$ cat src/sbu_defs.svh
`ifndef SBU_DEFS_SVH
`define SBU_DEFS_SVH

// ****************************************
// register offsets
// ****************************************
`define SBU_ADDR_CONTROL 16'h7fe8
`define SBU_ADDR_BUS_STATUS 16'h7fe9
`define SBU_ADDR_PORT_CONTROL 16'h7fea
`define SBU_ADDR_DATA_BUFFER 16'h7feb
`define SBU_RESET_VALUE 8'h00
`define SBU_IRQ_VECTOR 16'h801c

// ****************************************
// slave_control fields
// ****************************************
`define SBU_BIT_RUN 7
`define SBU_BIT_TRANSMIT_SELECT 6
`define SBU_BIT_ALWAYS_SELECTED 5
`define SBU_BIT_EIGHTH_CLOCK_EN 4
`define SBU_BIT_STOP_FLAG 3
`define SBU_BIT_STOP_IRQ_EN 2
`define SBU_BIT_TRANSFER_FLAG 1
`define SBU_BIT_TRANSFER_IRQ_EN 0

// ****************************************
// slave_bus_status fields
// ****************************************
`define SBU_BIT_ACK_RECEIVED 7
`define SBU_BIT_ACK_DRIVE 6
`define SBU_BIT_ADDRESS_MATCH 5
`define SBU_BIT_GENERAL_CALL 4
`define SBU_BIT_START_SEEN 3
`define SBU_BIT_RESTART_SEEN 2
`define SBU_BIT_ACK_CLOCK_PHASE 1
`define SBU_BIT_BUS_BUSY 0
`define SBU_SYNC_STATUS_MASK 8'h40

// ****************************************
// slave_port_control and address setting fields
// ****************************************
`define SBU_BIT_SERIAL_MODE 6
`define SBU_BIT_FILTER_HI 5
`define SBU_BIT_FILTER_LO 4
`define SBU_BIT_COMPARE_DISABLE 7

// ****************************************
// bit counts
// ****************************************
`define SBU_RISE_EIGHTH 4'h8
`define SBU_RISE_ACK 4'h9
`define SBU_SYNC_LAST_RISE 4'h7

`endif

$ cat src/sbu_pkg.sv
package sbu_pkg;

  typedef struct packed {
    logic [15:0] addr;
    logic [7:0] wdata;
    logic wr;
    logic rd;
  } sbu_bus_req_type;

  typedef enum logic [1:0] {
    sbu_idle,
    sbu_addr,
    sbu_data,
    sbu_skip
  } sbu_state_type;

endpackage : sbu_pkg

$ cat src/sbu_pin_sync.sv
`timescale 1ns/100ps

module sbu_pin_sync #(
  parameter logic RESET_LEVEL = 1'b1
) (
  input wire logic core_clk,
  input wire logic rst_n,
  input wire logic pin,
  input wire logic filter_on,
  input wire logic [1:0] filter_len,
  output logic level
);

  logic s1, s2, s3;
  logic [1:0] cnt;
  logic next_level;
  logic [1:0] next_cnt;

  // ****************************************
  // agreement of the last two stages, optional glitch filter
  // ****************************************
  always_comb begin
    next_level = level;
    next_cnt = 2'h0;
    if ((s2 == s3) && (s3 != level)) begin
      if (!filter_on || (cnt == filter_len)) begin
        next_level = s3;
      end else begin
        next_cnt = cnt + 2'h1;
      end
    end
  end

  always_ff @(posedge core_clk or negedge rst_n) begin
    if (!rst_n) begin
      s1 <= RESET_LEVEL;
      s2 <= RESET_LEVEL;
      s3 <= RESET_LEVEL;
      level <= RESET_LEVEL;
      cnt <= 2'h0;
    end else begin
      s1 <= pin;
      s2 <= s1;
      s3 <= s2;
      level <= next_level;
      cnt <= next_cnt;
    end
  end

endmodule : sbu_pin_sync

$ cat src/sbu_slave.sv
`timescale 1ns/100ps
`include "sbu_defs.svh"

// Functional notes
// offers slave i2c mode and an 8-bit msb-first synchronous serial port
// the far master supplies every serial clock; this block never drives one
// i2c mode with run low: data buffer address reaches the slave address register
// run bit 7 of control starts the unit at 1, stops it at 0
// i2c transmit_select 1 transmits; cleared on start, stop or high acknowledge
// serial mode transmit_select 1 sends data, 0 receives data
// always_selected 1 sets transfer_flag every byte, else address_match_flag decides
// software keeps always_selected and eighth_clock_flag_enable at 0 in serial mode
// i2c stop condition sets stop_flag, cleared only by a software write
// serial mode: clock falling edge while transfer_flag set sets stop_flag
// stop_irq_enable and stop_flag both 1 raise the interrupt request
// transfer_irq_enable and transfer_flag both 1 raise the interrupt request
// i2c transfer_flag never sets while address_match_flag and always_selected are 0
// flag at ack fall only, or also eighth fall when enabled or general call
// i2c: transfer_flag set and clock low holds clock low until software clears
// software clears transfer_flag only after loading or reading the data buffer
// software changes transmit_select or ack_drive_value only while transfer_flag is set
// serial mode: transfer_flag sets on the eighth clock rising edge, software clears
// serial_mode_select 1 gives serial mode without filter, 0 gives i2c with filter
// first byte upper seven bits equal to slave address set address_match_flag when comparison is enabled
// first byte all zero sets general_call_flag when comparison is enabled
// clearing run returns counter and state to idle and releases the clock

module sbu_slave (
  input wire logic core_clk,
  input wire logic rstn,
  input wire sbu_pkg::sbu_bus_req_type bus,
  output logic [7:0] rdata,
  input wire logic scl_in,
  output logic scl_out,
  output logic scl_oe,
  input wire logic sda_in,
  output logic sda_out,
  output logic sda_oe,
  output logic irq_req,
  output logic [15:0] irq_vector
);

  // ****************************************
  // reset release
  // ****************************************
  logic [1:0] rst_pipe;
  logic rst_n_i;

  always_ff @(posedge core_clk or negedge rstn) begin
    if (!rstn) begin
      rst_pipe <= 2'h0;
    end else begin
      rst_pipe <= {rst_pipe[0], 1'b1};
    end
  end
  assign rst_n_i = rst_pipe[1];

  // ****************************************
  // pins
  // ****************************************
  logic [7:0] ctrl, stat, pcnt, data_buf, addr_set;
  logic scl_f, sda_f, scl_d, sda_d;
  logic i2c, serial_mode_select, run;

  assign serial_mode_select = pcnt[`SBU_BIT_SERIAL_MODE];
  assign i2c = ~serial_mode_select;
  assign run = ctrl[`SBU_BIT_RUN];

  // filter only in i2c mode; serial mode wants the shortest path
  sbu_pin_sync #(.RESET_LEVEL(1'b1)) u_scl_sync (
    .core_clk(core_clk),
    .rst_n(rst_n_i),
    .pin(scl_in),
    .filter_on(i2c),
    .filter_len(pcnt[`SBU_BIT_FILTER_HI:`SBU_BIT_FILTER_LO]),
    .level(scl_f)
  );

  sbu_pin_sync #(.RESET_LEVEL(1'b1)) u_sda_sync (
    .core_clk(core_clk),
    .rst_n(rst_n_i),
    .pin(sda_in),
    .filter_on(i2c),
    .filter_len(pcnt[`SBU_BIT_FILTER_HI:`SBU_BIT_FILTER_LO]),
    .level(sda_f)
  );

  logic scl_rise, scl_fall, start_det, stop_det;
  assign scl_rise = scl_f & ~scl_d;
  assign scl_fall = ~scl_f & scl_d;
  assign start_det = i2c & scl_f & scl_d & sda_d & ~sda_f;
  assign stop_det = i2c & scl_f & scl_d & ~sda_d & sda_f;

  // ****************************************
  // bus protocol and registers
  // ****************************************
  sbu_pkg::sbu_state_type state, next_state;
  logic [3:0] rise_cnt, next_rise_cnt;
  logic first_byte, next_first_byte, ack_phase, next_ack_phase;
  logic rx_bit, next_rx_bit, scl_hold, next_scl_hold;
  logic next_sda_oe, next_sda_out, next_irq;
  logic [7:0] next_ctrl, next_stat, next_pcnt, next_data_buf, next_addr_set, next_rdata;
  logic [7:0] rx_byte;
  logic gcall, match, sel;

  always_comb begin
    next_ctrl = ctrl;
    next_stat = stat;
    next_pcnt = pcnt;
    next_data_buf = data_buf;
    next_addr_set = addr_set;
    next_state = state;
    next_rise_cnt = rise_cnt;
    next_first_byte = first_byte;
    next_ack_phase = ack_phase;
    next_rx_bit = rx_bit;
    rx_byte = {data_buf[6:0], rx_bit};
    gcall = ~addr_set[`SBU_BIT_COMPARE_DISABLE] & (rx_byte == 8'h00);
    match = ~addr_set[`SBU_BIT_COMPARE_DISABLE] & ((rx_byte[7:1] == addr_set[6:0]) | gcall);
    sel = stat[`SBU_BIT_ADDRESS_MATCH] | ctrl[`SBU_BIT_ALWAYS_SELECTED];
    // software writes; flags only clear, so writing 1 leaves them alone
    if (bus.wr) begin
      unique case (bus.addr)
        `SBU_ADDR_CONTROL: begin
          next_ctrl = bus.wdata;
          next_ctrl[`SBU_BIT_STOP_FLAG] = bus.wdata[`SBU_BIT_STOP_FLAG] & ctrl[`SBU_BIT_STOP_FLAG];
          next_ctrl[`SBU_BIT_TRANSFER_FLAG] = bus.wdata[`SBU_BIT_TRANSFER_FLAG] & ctrl[`SBU_BIT_TRANSFER_FLAG];
          if (ctrl[`SBU_BIT_TRANSFER_FLAG] & ~bus.wdata[`SBU_BIT_TRANSFER_FLAG]) begin
            next_stat[`SBU_BIT_START_SEEN] = 1'b0;
            next_stat[`SBU_BIT_RESTART_SEEN] = 1'b0;
          end
        end
        `SBU_ADDR_BUS_STATUS: next_stat[`SBU_BIT_ACK_DRIVE] = bus.wdata[`SBU_BIT_ACK_DRIVE];
        `SBU_ADDR_PORT_CONTROL: next_pcnt = bus.wdata;
        `SBU_ADDR_DATA_BUFFER: begin
          if (i2c & ~run) begin
            next_addr_set = bus.wdata;
          end else begin
            next_data_buf = bus.wdata;
          end
        end
        default: begin
        end
      endcase
    end
    // hardware events come after the writes so a set beats a clear
    if (!run) begin
      next_state = sbu_pkg::sbu_idle;
      next_rise_cnt = 4'h0;
      next_first_byte = 1'b0;
      next_ack_phase = 1'b0;
      next_stat = next_stat & `SBU_SYNC_STATUS_MASK;
    end else if (serial_mode_select) begin
      if (scl_rise) begin
        next_data_buf = {next_data_buf[6:0], sda_f};
        next_rise_cnt = rise_cnt + 4'h1;
        if (rise_cnt == `SBU_SYNC_LAST_RISE) begin
          next_ctrl[`SBU_BIT_TRANSFER_FLAG] = 1'b1;
          next_rise_cnt = 4'h0;
        end
      end
      if (scl_fall & ctrl[`SBU_BIT_TRANSFER_FLAG]) begin
        next_ctrl[`SBU_BIT_STOP_FLAG] = 1'b1;
      end
    end else if (start_det) begin
      next_stat[`SBU_BIT_RESTART_SEEN] = stat[`SBU_BIT_BUS_BUSY];
      next_stat[`SBU_BIT_START_SEEN] = 1'b1;
      next_stat[`SBU_BIT_BUS_BUSY] = 1'b1;
      next_stat[`SBU_BIT_ADDRESS_MATCH] = 1'b0;
      next_stat[`SBU_BIT_GENERAL_CALL] = 1'b0;
      next_stat[`SBU_BIT_ACK_DRIVE] = 1'b1;
      next_stat[`SBU_BIT_ACK_CLOCK_PHASE] = 1'b0;
      next_ctrl[`SBU_BIT_TRANSMIT_SELECT] = 1'b0;
      next_state = sbu_pkg::sbu_addr;
      next_rise_cnt = 4'h0;
      next_first_byte = 1'b1;
      next_ack_phase = 1'b0;
    end else if (stop_det) begin
      next_ctrl[`SBU_BIT_STOP_FLAG] = 1'b1;
      next_ctrl[`SBU_BIT_TRANSMIT_SELECT] = 1'b0;
      next_stat = next_stat & `SBU_SYNC_STATUS_MASK;
      next_stat[`SBU_BIT_ACK_RECEIVED] = stat[`SBU_BIT_ACK_RECEIVED];
      next_stat[`SBU_BIT_ACK_DRIVE] = 1'b1;
      next_state = sbu_pkg::sbu_idle;
      next_rise_cnt = 4'h0;
      next_first_byte = 1'b0;
      next_ack_phase = 1'b0;
    end else if (state != sbu_pkg::sbu_idle) begin
      if (scl_rise) begin
        next_rx_bit = sda_f;
        if (rise_cnt != `SBU_RISE_ACK) begin
          next_rise_cnt = rise_cnt + 4'h1;
        end
        if (rise_cnt == `SBU_RISE_EIGHTH) begin
          next_stat[`SBU_BIT_ACK_RECEIVED] = sda_f;
          if (sda_f & ctrl[`SBU_BIT_TRANSMIT_SELECT]) begin
            next_ctrl[`SBU_BIT_TRANSMIT_SELECT] = 1'b0;
            next_stat[`SBU_BIT_ACK_DRIVE] = 1'b1;
          end
        end
      end
      if (scl_fall) begin
        next_stat[`SBU_BIT_ACK_CLOCK_PHASE] = 1'b0;
        if ((rise_cnt != 4'h0) && (rise_cnt <= `SBU_RISE_EIGHTH) && (state != sbu_pkg::sbu_skip)) begin
          next_data_buf = rx_byte;
        end
        if (rise_cnt == `SBU_RISE_EIGHTH) begin
          next_ack_phase = 1'b1;
          if (state == sbu_pkg::sbu_addr) begin
            next_stat[`SBU_BIT_ADDRESS_MATCH] = match;
            next_stat[`SBU_BIT_GENERAL_CALL] = gcall;
            if (match | ctrl[`SBU_BIT_ALWAYS_SELECTED]) begin
              next_state = sbu_pkg::sbu_data;
              if (ctrl[`SBU_BIT_EIGHTH_CLOCK_EN] | gcall) begin
                next_ctrl[`SBU_BIT_TRANSFER_FLAG] = 1'b1;
              end
            end else begin
              // unaddressed: sit out until the next start or stop
              next_state = sbu_pkg::sbu_skip;
              next_stat[`SBU_BIT_START_SEEN] = 1'b0;
              next_stat[`SBU_BIT_RESTART_SEEN] = 1'b0;
            end
          end else if ((state == sbu_pkg::sbu_data) & sel &
                       (ctrl[`SBU_BIT_EIGHTH_CLOCK_EN] | stat[`SBU_BIT_GENERAL_CALL])) begin
            next_ctrl[`SBU_BIT_TRANSFER_FLAG] = 1'b1;
          end
        end
        if (rise_cnt == `SBU_RISE_ACK) begin
          next_ack_phase = 1'b0;
          next_rise_cnt = 4'h0;
          next_first_byte = 1'b0;
          next_stat[`SBU_BIT_ACK_CLOCK_PHASE] = 1'b1;
          if ((state == sbu_pkg::sbu_data) & sel) begin
            next_ctrl[`SBU_BIT_TRANSFER_FLAG] = 1'b1;
          end
        end
      end
    end
    // stretch only while the clock is already low; never drive it high
    next_scl_hold = run & i2c & ctrl[`SBU_BIT_TRANSFER_FLAG] & (scl_hold | ~scl_f);
    // sda is open drain in i2c mode, push-pull in serial mode
    next_sda_out = 1'b0;
    next_sda_oe = 1'b0;
    if (run & serial_mode_select) begin
      next_sda_out = data_buf[7];
      next_sda_oe = ctrl[`SBU_BIT_TRANSMIT_SELECT];
    end else if (run & (state == sbu_pkg::sbu_data)) begin
      if (ack_phase) begin
        if (~ctrl[`SBU_BIT_TRANSMIT_SELECT]) begin
          next_sda_oe = (first_byte & stat[`SBU_BIT_ADDRESS_MATCH] & ~stat[`SBU_BIT_GENERAL_CALL]) |
                        ~stat[`SBU_BIT_ACK_DRIVE];
        end
      end else if (~first_byte) begin
        next_sda_oe = ctrl[`SBU_BIT_TRANSMIT_SELECT] & ~data_buf[7];
      end
    end
    next_irq = (ctrl[`SBU_BIT_STOP_IRQ_EN] & ctrl[`SBU_BIT_STOP_FLAG]) |
               (ctrl[`SBU_BIT_TRANSFER_IRQ_EN] & ctrl[`SBU_BIT_TRANSFER_FLAG]);
    // read data stand one cycle; status fields other than ack_drive_value read zero in serial mode
    next_rdata = 8'h00;
    if (bus.rd) begin
      unique case (bus.addr)
        `SBU_ADDR_CONTROL: next_rdata = ctrl;
        `SBU_ADDR_BUS_STATUS: next_rdata = serial_mode_select ? (stat & `SBU_SYNC_STATUS_MASK) : stat;
        `SBU_ADDR_PORT_CONTROL: next_rdata = pcnt;
        `SBU_ADDR_DATA_BUFFER: next_rdata = (i2c & ~run) ? addr_set : data_buf;
        default: next_rdata = 8'h00;
      endcase
    end
  end

  always_ff @(posedge core_clk or negedge rst_n_i) begin
    if (!rst_n_i) begin
      ctrl <= `SBU_RESET_VALUE;
      stat <= `SBU_RESET_VALUE;
      pcnt <= `SBU_RESET_VALUE;
      data_buf <= `SBU_RESET_VALUE;
      addr_set <= `SBU_RESET_VALUE;
      state <= sbu_pkg::sbu_idle;
      rise_cnt <= 4'h0;
      first_byte <= 1'b0;
      ack_phase <= 1'b0;
      rx_bit <= 1'b0;
      scl_hold <= 1'b0;
      scl_d <= 1'b1;
      sda_d <= 1'b1;
      sda_out <= 1'b0;
      sda_oe <= 1'b0;
      irq_req <= 1'b0;
      rdata <= 8'h00;
    end else begin
      ctrl <= next_ctrl;
      stat <= next_stat;
      pcnt <= next_pcnt;
      data_buf <= next_data_buf;
      addr_set <= next_addr_set;
      state <= next_state;
      rise_cnt <= next_rise_cnt;
      first_byte <= next_first_byte;
      ack_phase <= next_ack_phase;
      rx_bit <= next_rx_bit;
      scl_hold <= next_scl_hold;
      scl_d <= scl_f;
      sda_d <= sda_f;
      sda_out <= next_sda_out;
      sda_oe <= next_sda_oe;
      irq_req <= next_irq;
      rdata <= next_rdata;
    end
  end

  assign scl_out = 1'b0;
  assign scl_oe = scl_hold;
  assign irq_vector = `SBU_IRQ_VECTOR;
endmodule : sbu_slave

$ cat config.mk
export PLATFORM = sky130hd
export DESIGN_NAME = sbu_slave
export DESIGN_NICKNAME = d
export VERILOG_FILES = /design/src/sbu_pkg.sv /design/src/sbu_pin_sync.sv /design/src/sbu_slave.sv
export VERILOG_INCLUDE_DIRS = /design/src
export SDC_FILE = /design/constraint.sdc
export NUM_CORES = 1
export LEC_CHECK = 0
export BUFFER_PORTS_ARGS = -buffer_cell sky130_fd_sc_hd__buf_4
export CORE_MARGIN = 3
export CORE_UTILIZATION = 48
export CTS_BUF_LIST = sky130_fd_sc_hd__clkbuf_4 sky130_fd_sc_hd__clkbuf_8
export DETAILED_ROUTE_END_ITERATION = 10
export PLACE_DENSITY = 0.69
export REMOVE_ABC_BUFFERS = 1
export SYNTH_ARGS = -nofsm -noshare
export SYNTH_HDL_FRONTEND = slang
export SYNTH_SLANG_ARGS = --single-unit
$ cat constraint.sdc
create_clock -name core_clk -period 6.88 [get_ports core_clk]
set_input_delay 0.344 -clock core_clk [delete_from_list [all_inputs] [get_ports core_clk]]
set_output_delay 0.344 -clock core_clk [all_outputs]
set_load 0.02 [all_outputs]
After elaboration in Yosys (flattened, before gate mapping)
Cells that the tools add are included.
{"block": "word_totals", "romBits": 0, "mem_count": 0, "regBits": 77, "mem_bits_rw": 0, "output_inout_bits": 29, "wordCells": 251, "latchBits": 0, "input_bits": 30}
{"block": "op_classes", "shift": 0, "n_div": 0, "eq_ne": 33, "n_mul": 0, "bitwise": 49, "reduce_logical": 22, "muxes": 110, "n_addsub": 3, "order_cmp": 1}
{"operator": "two-way mux 8 bit", "n": 16}
{"operator": "== test 16 x 15 -> 1 bit, second input constant", "n": 4}
{"operator": "two-way mux 1 bit", "n": 56}
{"operator": "two-way mux 4 bit", "n": 13}
{"operator": "two-way mux 2 bit", "n": 18}
{"operator": "two-way mux 7 bit", "n": 5}
{"operator": "one-hot mux 8 bit (4 select lines)", "n": 1}
{"operator": "bitwise AND 1 bit", "n": 28}
{"operator": "!= test 4 x 1 -> 1 bit, second input constant", "n": 5}
{"operator": "NOT 1 bit", "n": 13}
{"operator": "AND reduction 2 bit", "n": 6}
{"operator": "AND reduction 6 bit", "n": 2}
{"operator": "!= test 5 x 1 -> 1 bit, second input constant", "n": 2}
{"operator": "== test 4 bit, second input constant", "n": 2}
{"operator": "logical NOT 8 bit", "n": 1}
{"operator": "!= test 2 bit, second input constant", "n": 4}
{"operator": "bitwise OR 1 bit", "n": 8}
{"operator": "AND reduction 4 bit", "n": 2}
{"operator": "== test 7 bit", "n": 1}
{"operator": "!= test 2 x 1 -> 1 bit, second input constant", "n": 3}
{"operator": "AND reduction 3 bit", "n": 2}
{"operator": "two-way mux 5 bit", "n": 1}
{"operator": "AND reduction 5 bit", "n": 1}
{"operator": "adder 2 x 1 -> 2 bit, second input constant", "n": 2}
{"operator": "15 further kinds", "n": 22}

Logic depth before layout (Yosys ltp)
{"block": "depth", "word_depth": 16, "mapped_depth": 8, "mapped_depth_nobuf": 8}

Modules after synthesis
Synthesis repeated with hierarchy kept, for this count alone.
{"block": "hier_totals", "cells_unflattened": 393, "area_unflattened_um2": 4226.6}
{"mod": "sbu_slave", "n_inst": 1, "seq_area_each_um2": 1629.1, "cells_each": 355, "area_each_um2": 3723.6}
{"mod": "sbu_pin_sync", "n_inst": 2, "seq_area_each_um2": 155.1, "cells_each": 19, "area_each_um2": 251.5}

Least setup slack after synthesis
No wires, ideal clock.
{"block": "synth_timing", "kind": "input port to flip-flop", "startpoint": "input port bus[14] (netlist bit)", "endpoint": "register data_buf[3]", "required_ns": 6.797, "setup_time_ns": 0.083, "t_arrival_ns": 2.105, "n_path_buf": 2, "stages": 8, "slack_ns": 4.692, "cell_sequence": "nand4bb_4 or4_4 buf_6 nor3b_4 buf_6 nand3_1 a32o_1 o21ai_0"}
{"block": "synth_between", "elab_chain_cells": 10, "word_cells_on_any_way": 11, "classes_between": "eq/ne: 1; mux: 10"}
{"element": "start, declared", "line": "sbu_slave.sv:31", "rtl": "input wire sbu_pkg::sbu_bus_req_type bus,"}
{"element": "== test 16 x 15 -> 1 bit (*)", "line": "sbu_slave.sv:123", "rtl": "unique case (bus.addr)"}
{"element": "two-way mux 8 bit (*)", "line": "sbu_slave.sv:123"}
{"element": "two-way mux 8 bit (*)", "line": "sbu_slave.sv:122", "rtl": "if (bus.wr) begin"}
{"element": "two-way mux 8 bit", "line": "sbu_slave.sv:204", "rtl": "if ((rise_cnt != 4'h0) && (rise_cnt <= `SBU_RISE_EIGHTH) && (state != sbu_pkg::sbu_skip)) begin"}
{"element": "two-way mux 8 bit", "line": "sbu_slave.sv:202", "rtl": "if (scl_fall) begin"}
{"element": "two-way mux 8 bit", "line": "sbu_slave.sv:188", "rtl": "end else if (state != sbu_pkg::sbu_idle) begin"}
{"element": "two-way mux 8 bit", "line": "sbu_slave.sv:178", "rtl": "end else if (stop_det) begin"}
{"element": "two-way mux 8 bit", "line": "sbu_slave.sv:165", "rtl": "end else if (start_det) begin"}
{"element": "two-way mux 8 bit", "line": "sbu_slave.sv:153", "rtl": "end else if (serial_mode_select) begin"}
{"element": "two-way mux 8 bit (*)", "line": "sbu_slave.sv:147", "rtl": "if (!run) begin"}
{"element": "net next_data_buf[3]", "line": "sbu_slave.sv:102", "rtl": "logic [7:0] next_ctrl, next_stat, next_pcnt, next_data_buf, next_addr_set, next_rdata;"}
{"element": "end signal, assigned", "line": "sbu_slave.sv:277", "rtl": "data_buf <= `SBU_RESET_VALUE;"}
{"element": "end signal, assigned", "line": "sbu_slave.sv:295", "rtl": "data_buf <= next_data_buf;"}
{"element": "end, declared", "line": "sbu_slave.sv:61", "rtl": "logic [7:0] ctrl, stat, pcnt, data_buf, addr_set;"}
Mark *: on every way through the listed nets, which the timed path passes. The rest lies on a longest branch.
A chain may end at the register's enable or synchronous reset.

Worst setup path after layout
{"block": "layout_timing", "startpoint": "register ctrl[7]", "endpoint": "register data_buf[5]"}
{"block": "layout_between", "elab_chain_cells": 12, "word_cells_on_any_way": 13, "classes_between": "mux: 11; bitwise: 2"}
{"element": "start, declared", "line": "sbu_slave.sv:61"}
{"element": "start signal, assigned", "line": "sbu_slave.sv:274", "rtl": "ctrl <= `SBU_RESET_VALUE;"}
{"element": "start signal, assigned", "line": "sbu_slave.sv:292", "rtl": "ctrl <= next_ctrl;"}
{"element": "NOT 1 bit", "line": "sbu_slave.sv:136", "rtl": "if (i2c & ~run) begin"}
{"element": "bitwise AND 1 bit", "line": "sbu_slave.sv:136"}
{"element": "two-way mux 8 bit", "line": "sbu_slave.sv:136"}
{"element": "two-way mux 8 bit", "line": "sbu_slave.sv:123"}
{"element": "two-way mux 8 bit", "line": "sbu_slave.sv:122"}
{"element": "two-way mux 8 bit", "line": "sbu_slave.sv:204"}
{"element": "two-way mux 8 bit", "line": "sbu_slave.sv:202"}
{"element": "two-way mux 8 bit", "line": "sbu_slave.sv:188"}
{"element": "two-way mux 8 bit", "line": "sbu_slave.sv:178"}
{"element": "two-way mux 8 bit", "line": "sbu_slave.sv:165"}
{"element": "two-way mux 8 bit", "line": "sbu_slave.sv:153"}
{"element": "two-way mux 8 bit (*)", "line": "sbu_slave.sv:147"}
{"element": "net next_data_buf[5]", "line": "sbu_slave.sv:102"}
Marks and branches as above.

==> out/qor.yml <==
status: "complete, no violations"
finalCritPeriodShare: 0.374
tightest_slew_ns: 0.954
syn_area_mm2: 0.00419
dr.pass1.iters: 4
drive_gt1_frac: 0.195
die_y_um: 99.4
cp.required_ns: 7.12
overflow: 0
hold_depth: 1
clk_pin_slew_worst_paths_ns: 0.08
async_flop_share: 1.00
antenna_found_initial: 0
power_per_cell_area_mw_per_mm2: 177
path_class: "flop to flop"
ant_nets: 0
final_nets: 499
root_buffer: "clkbuf_8"
grt_max_degree: 76
path_buf_inv: 0
r2r_start: "ctrl[7]"
routed_wl_um: 10200
end_kind: "flop"
leakage_uw: 0.00203
finalHoldWorstSlack_ns: 0.0948
ys_warn_count: 0
irDropWorstVdd_uv: 100
final_common_cell: "dfrtp_1"
htree_levels: 3
initial_utilization: 0.502
area_delta_synth_final_pct: 11.6
max_freq_ghz: 0.389
diodes: 0
setup_viol: 0
max_cap_violations: 0
startpoint_type: "flop"
r2r_end: "data_buf[5]"
path_delay_family: "simple AND/OR/NAND/NOR gates"
rsz0062_at_grt: "false"
grtUsageTotal: 0.213
route.vias.total: 3416
final_cell_mix: "dfrtp_1, nand2_1, o21ai_0, buf_4, nor2_1"
synthCells: 428
row_count: 33
ys_types: 62
clock_path_buffers: 2
worstSkewPairLatency_ns: 0.35
critPathSlowestCell: "nor3b_4"
crit_arrival_ns: 2.81
portBuffers: 41
n_fill_cell: 741
cts_tree: "done"
reg2reg_slack_ns: 4.31
core_area_mm2: 0.00834
grt_pass1_vias: 3166
whs_endpoint: "u_scl_sync.s1"
max_stage_delay_ns: 0.77
avgRoutedWirePerCell_um: 17.7
dp.final_hpwl_um: 7400
holdCritPathClass: "input port to flop"
finalHoldViolCount: 0
hp-start: "scl_in"
min_period_ns: 2.57
die_w_um: 99.4
path_cells: "nor2_1 > nor3b_4 > o22ai_1 > a32oi_1 > o21ai_1"
synth_edf_count: 0
clock_sink_count: 77
slew_headroom: 0.364
cts_resized: 0
io_pins: 59
fin_cells: 576
grt_pass1_wl_um: 16400
cts_hold_buf: 1
numCtsBuffers: 9
final_area_mm2: 0.00467
die_area_mm2: 0.00988
post-cts-setup-buffer-count: 0
crit_fanout: 19
final.setup.tns_ns: 0
finalClockSkew_ns: 0.00956
drc: 0
seq_area_frac_synth: 0.463
ys_ff_latch: 77
final_max_slew_viol_count: 0
placed_area_mm2: 0.00449
syn_area_per_cell_um2: 9.78
synth_flop_cell: "dfrtp_1"
dp.cells: 559
drt_iter0_drc: 287
vias_per_cell: 5.93
routabilityCongestion: 0.935
r2r_cells: 5
## logic make-up after synthesis
group | synth area share
other | 0.00179
xor gates and xnor gates | 0.0335
and+or+nand+nor | 0.184
DFF | 0.463
buffers and inverters | 0.0580
adders and majority gates | 0.00896
muxes | 0.0956
AOI/OAI and AO/OA | 0.155
## power breakdown
group	switching, uW	internal [uW]	leakage [uW]
clock network	170	134	0.0000936
logic	27.5	20.0	0.000928
registers	15.9	461	0.00100
total	214	615	0.00203
## per-stage QoR
step / setup WS, ns / utilization / total power [uW]
finish: 4.31 / 0.560 / 829
global route: 4.12 / 0.560 / 863
CTS: 4.36 / 0.560 / 837
detailed placement: 4.24 / 0.539 / 532
global placement: 4.32 / 0.539 / 531
floorplan: 4.59 / - / 504
## flip-flops by register name, summed over array words and instances, names as in the netlist, 2 cells and up
signal and cells:
addr_set 8, ctrl 8, data_buf 8, pcnt 8, rdata 8, rise_cnt 4, rst_pipe 2, stat 8
state 2, u_scl_sync.cnt 2, u_sda_sync.cnt 2
## worst max-delay path by stage
| stage | from | end | slack, ns | depth (start not counted) |
|---|---|---|---|---|
| floorplan | rst_pipe[1] | ack_phase | 4.59 | 0 |
| global placement | bus[14] | stat[2] | 4.32 | 7 |
| detailed placement | bus[14] | stat[2] | 4.24 | 7 |
| CTS | ctrl[7] | data_buf[1] | 4.36 | 5 |
| global route | ctrl[7] | data_buf[5] | 4.12 | 5 |
| finish | ctrl[7] | data_buf[5] | 4.31 | 5 |
## area by class of cell
class,count,area [um^2],share of cell area
multi-input cells,324,2070,0.442
flip-flops and latches,77,1940,0.416
repair buffers,42,318,0.0680
clock buffers,10,131,0.0281
well taps,105,131,0.0281
inverters,12,45.0,0.00964
clock inverters,6,37.5,0.00803
## cells in the mapped netlist (9+ instances only)
cell      count  area share
nand3_1      16       0.019
dfrtp_1      67        0.40
buf_4        17       0.030
mux2i_1      22       0.053
nor2_1       29       0.026
inv_1        11      0.0099
mux2_2       16       0.043
nand2_1      48       0.043
a21oi_1      18       0.022
o21ai_0      41       0.049
xnor2_1      12       0.025
clkbuf_1      9      0.0081
dfstp_2      10       0.063
## routing by layer
layer  share of wire  wire length [um]  GRT usage  vias up
li1                -                 -          -     1577
met1            0.45              4600      0.310     1682
met2            0.46              4710      0.309      143
met3           0.072               738     0.0442       14
met4           0.017               177     0.0882        0
met5               0                 0          0        -
Note: power is estimated with default switching activity, not from simulation.
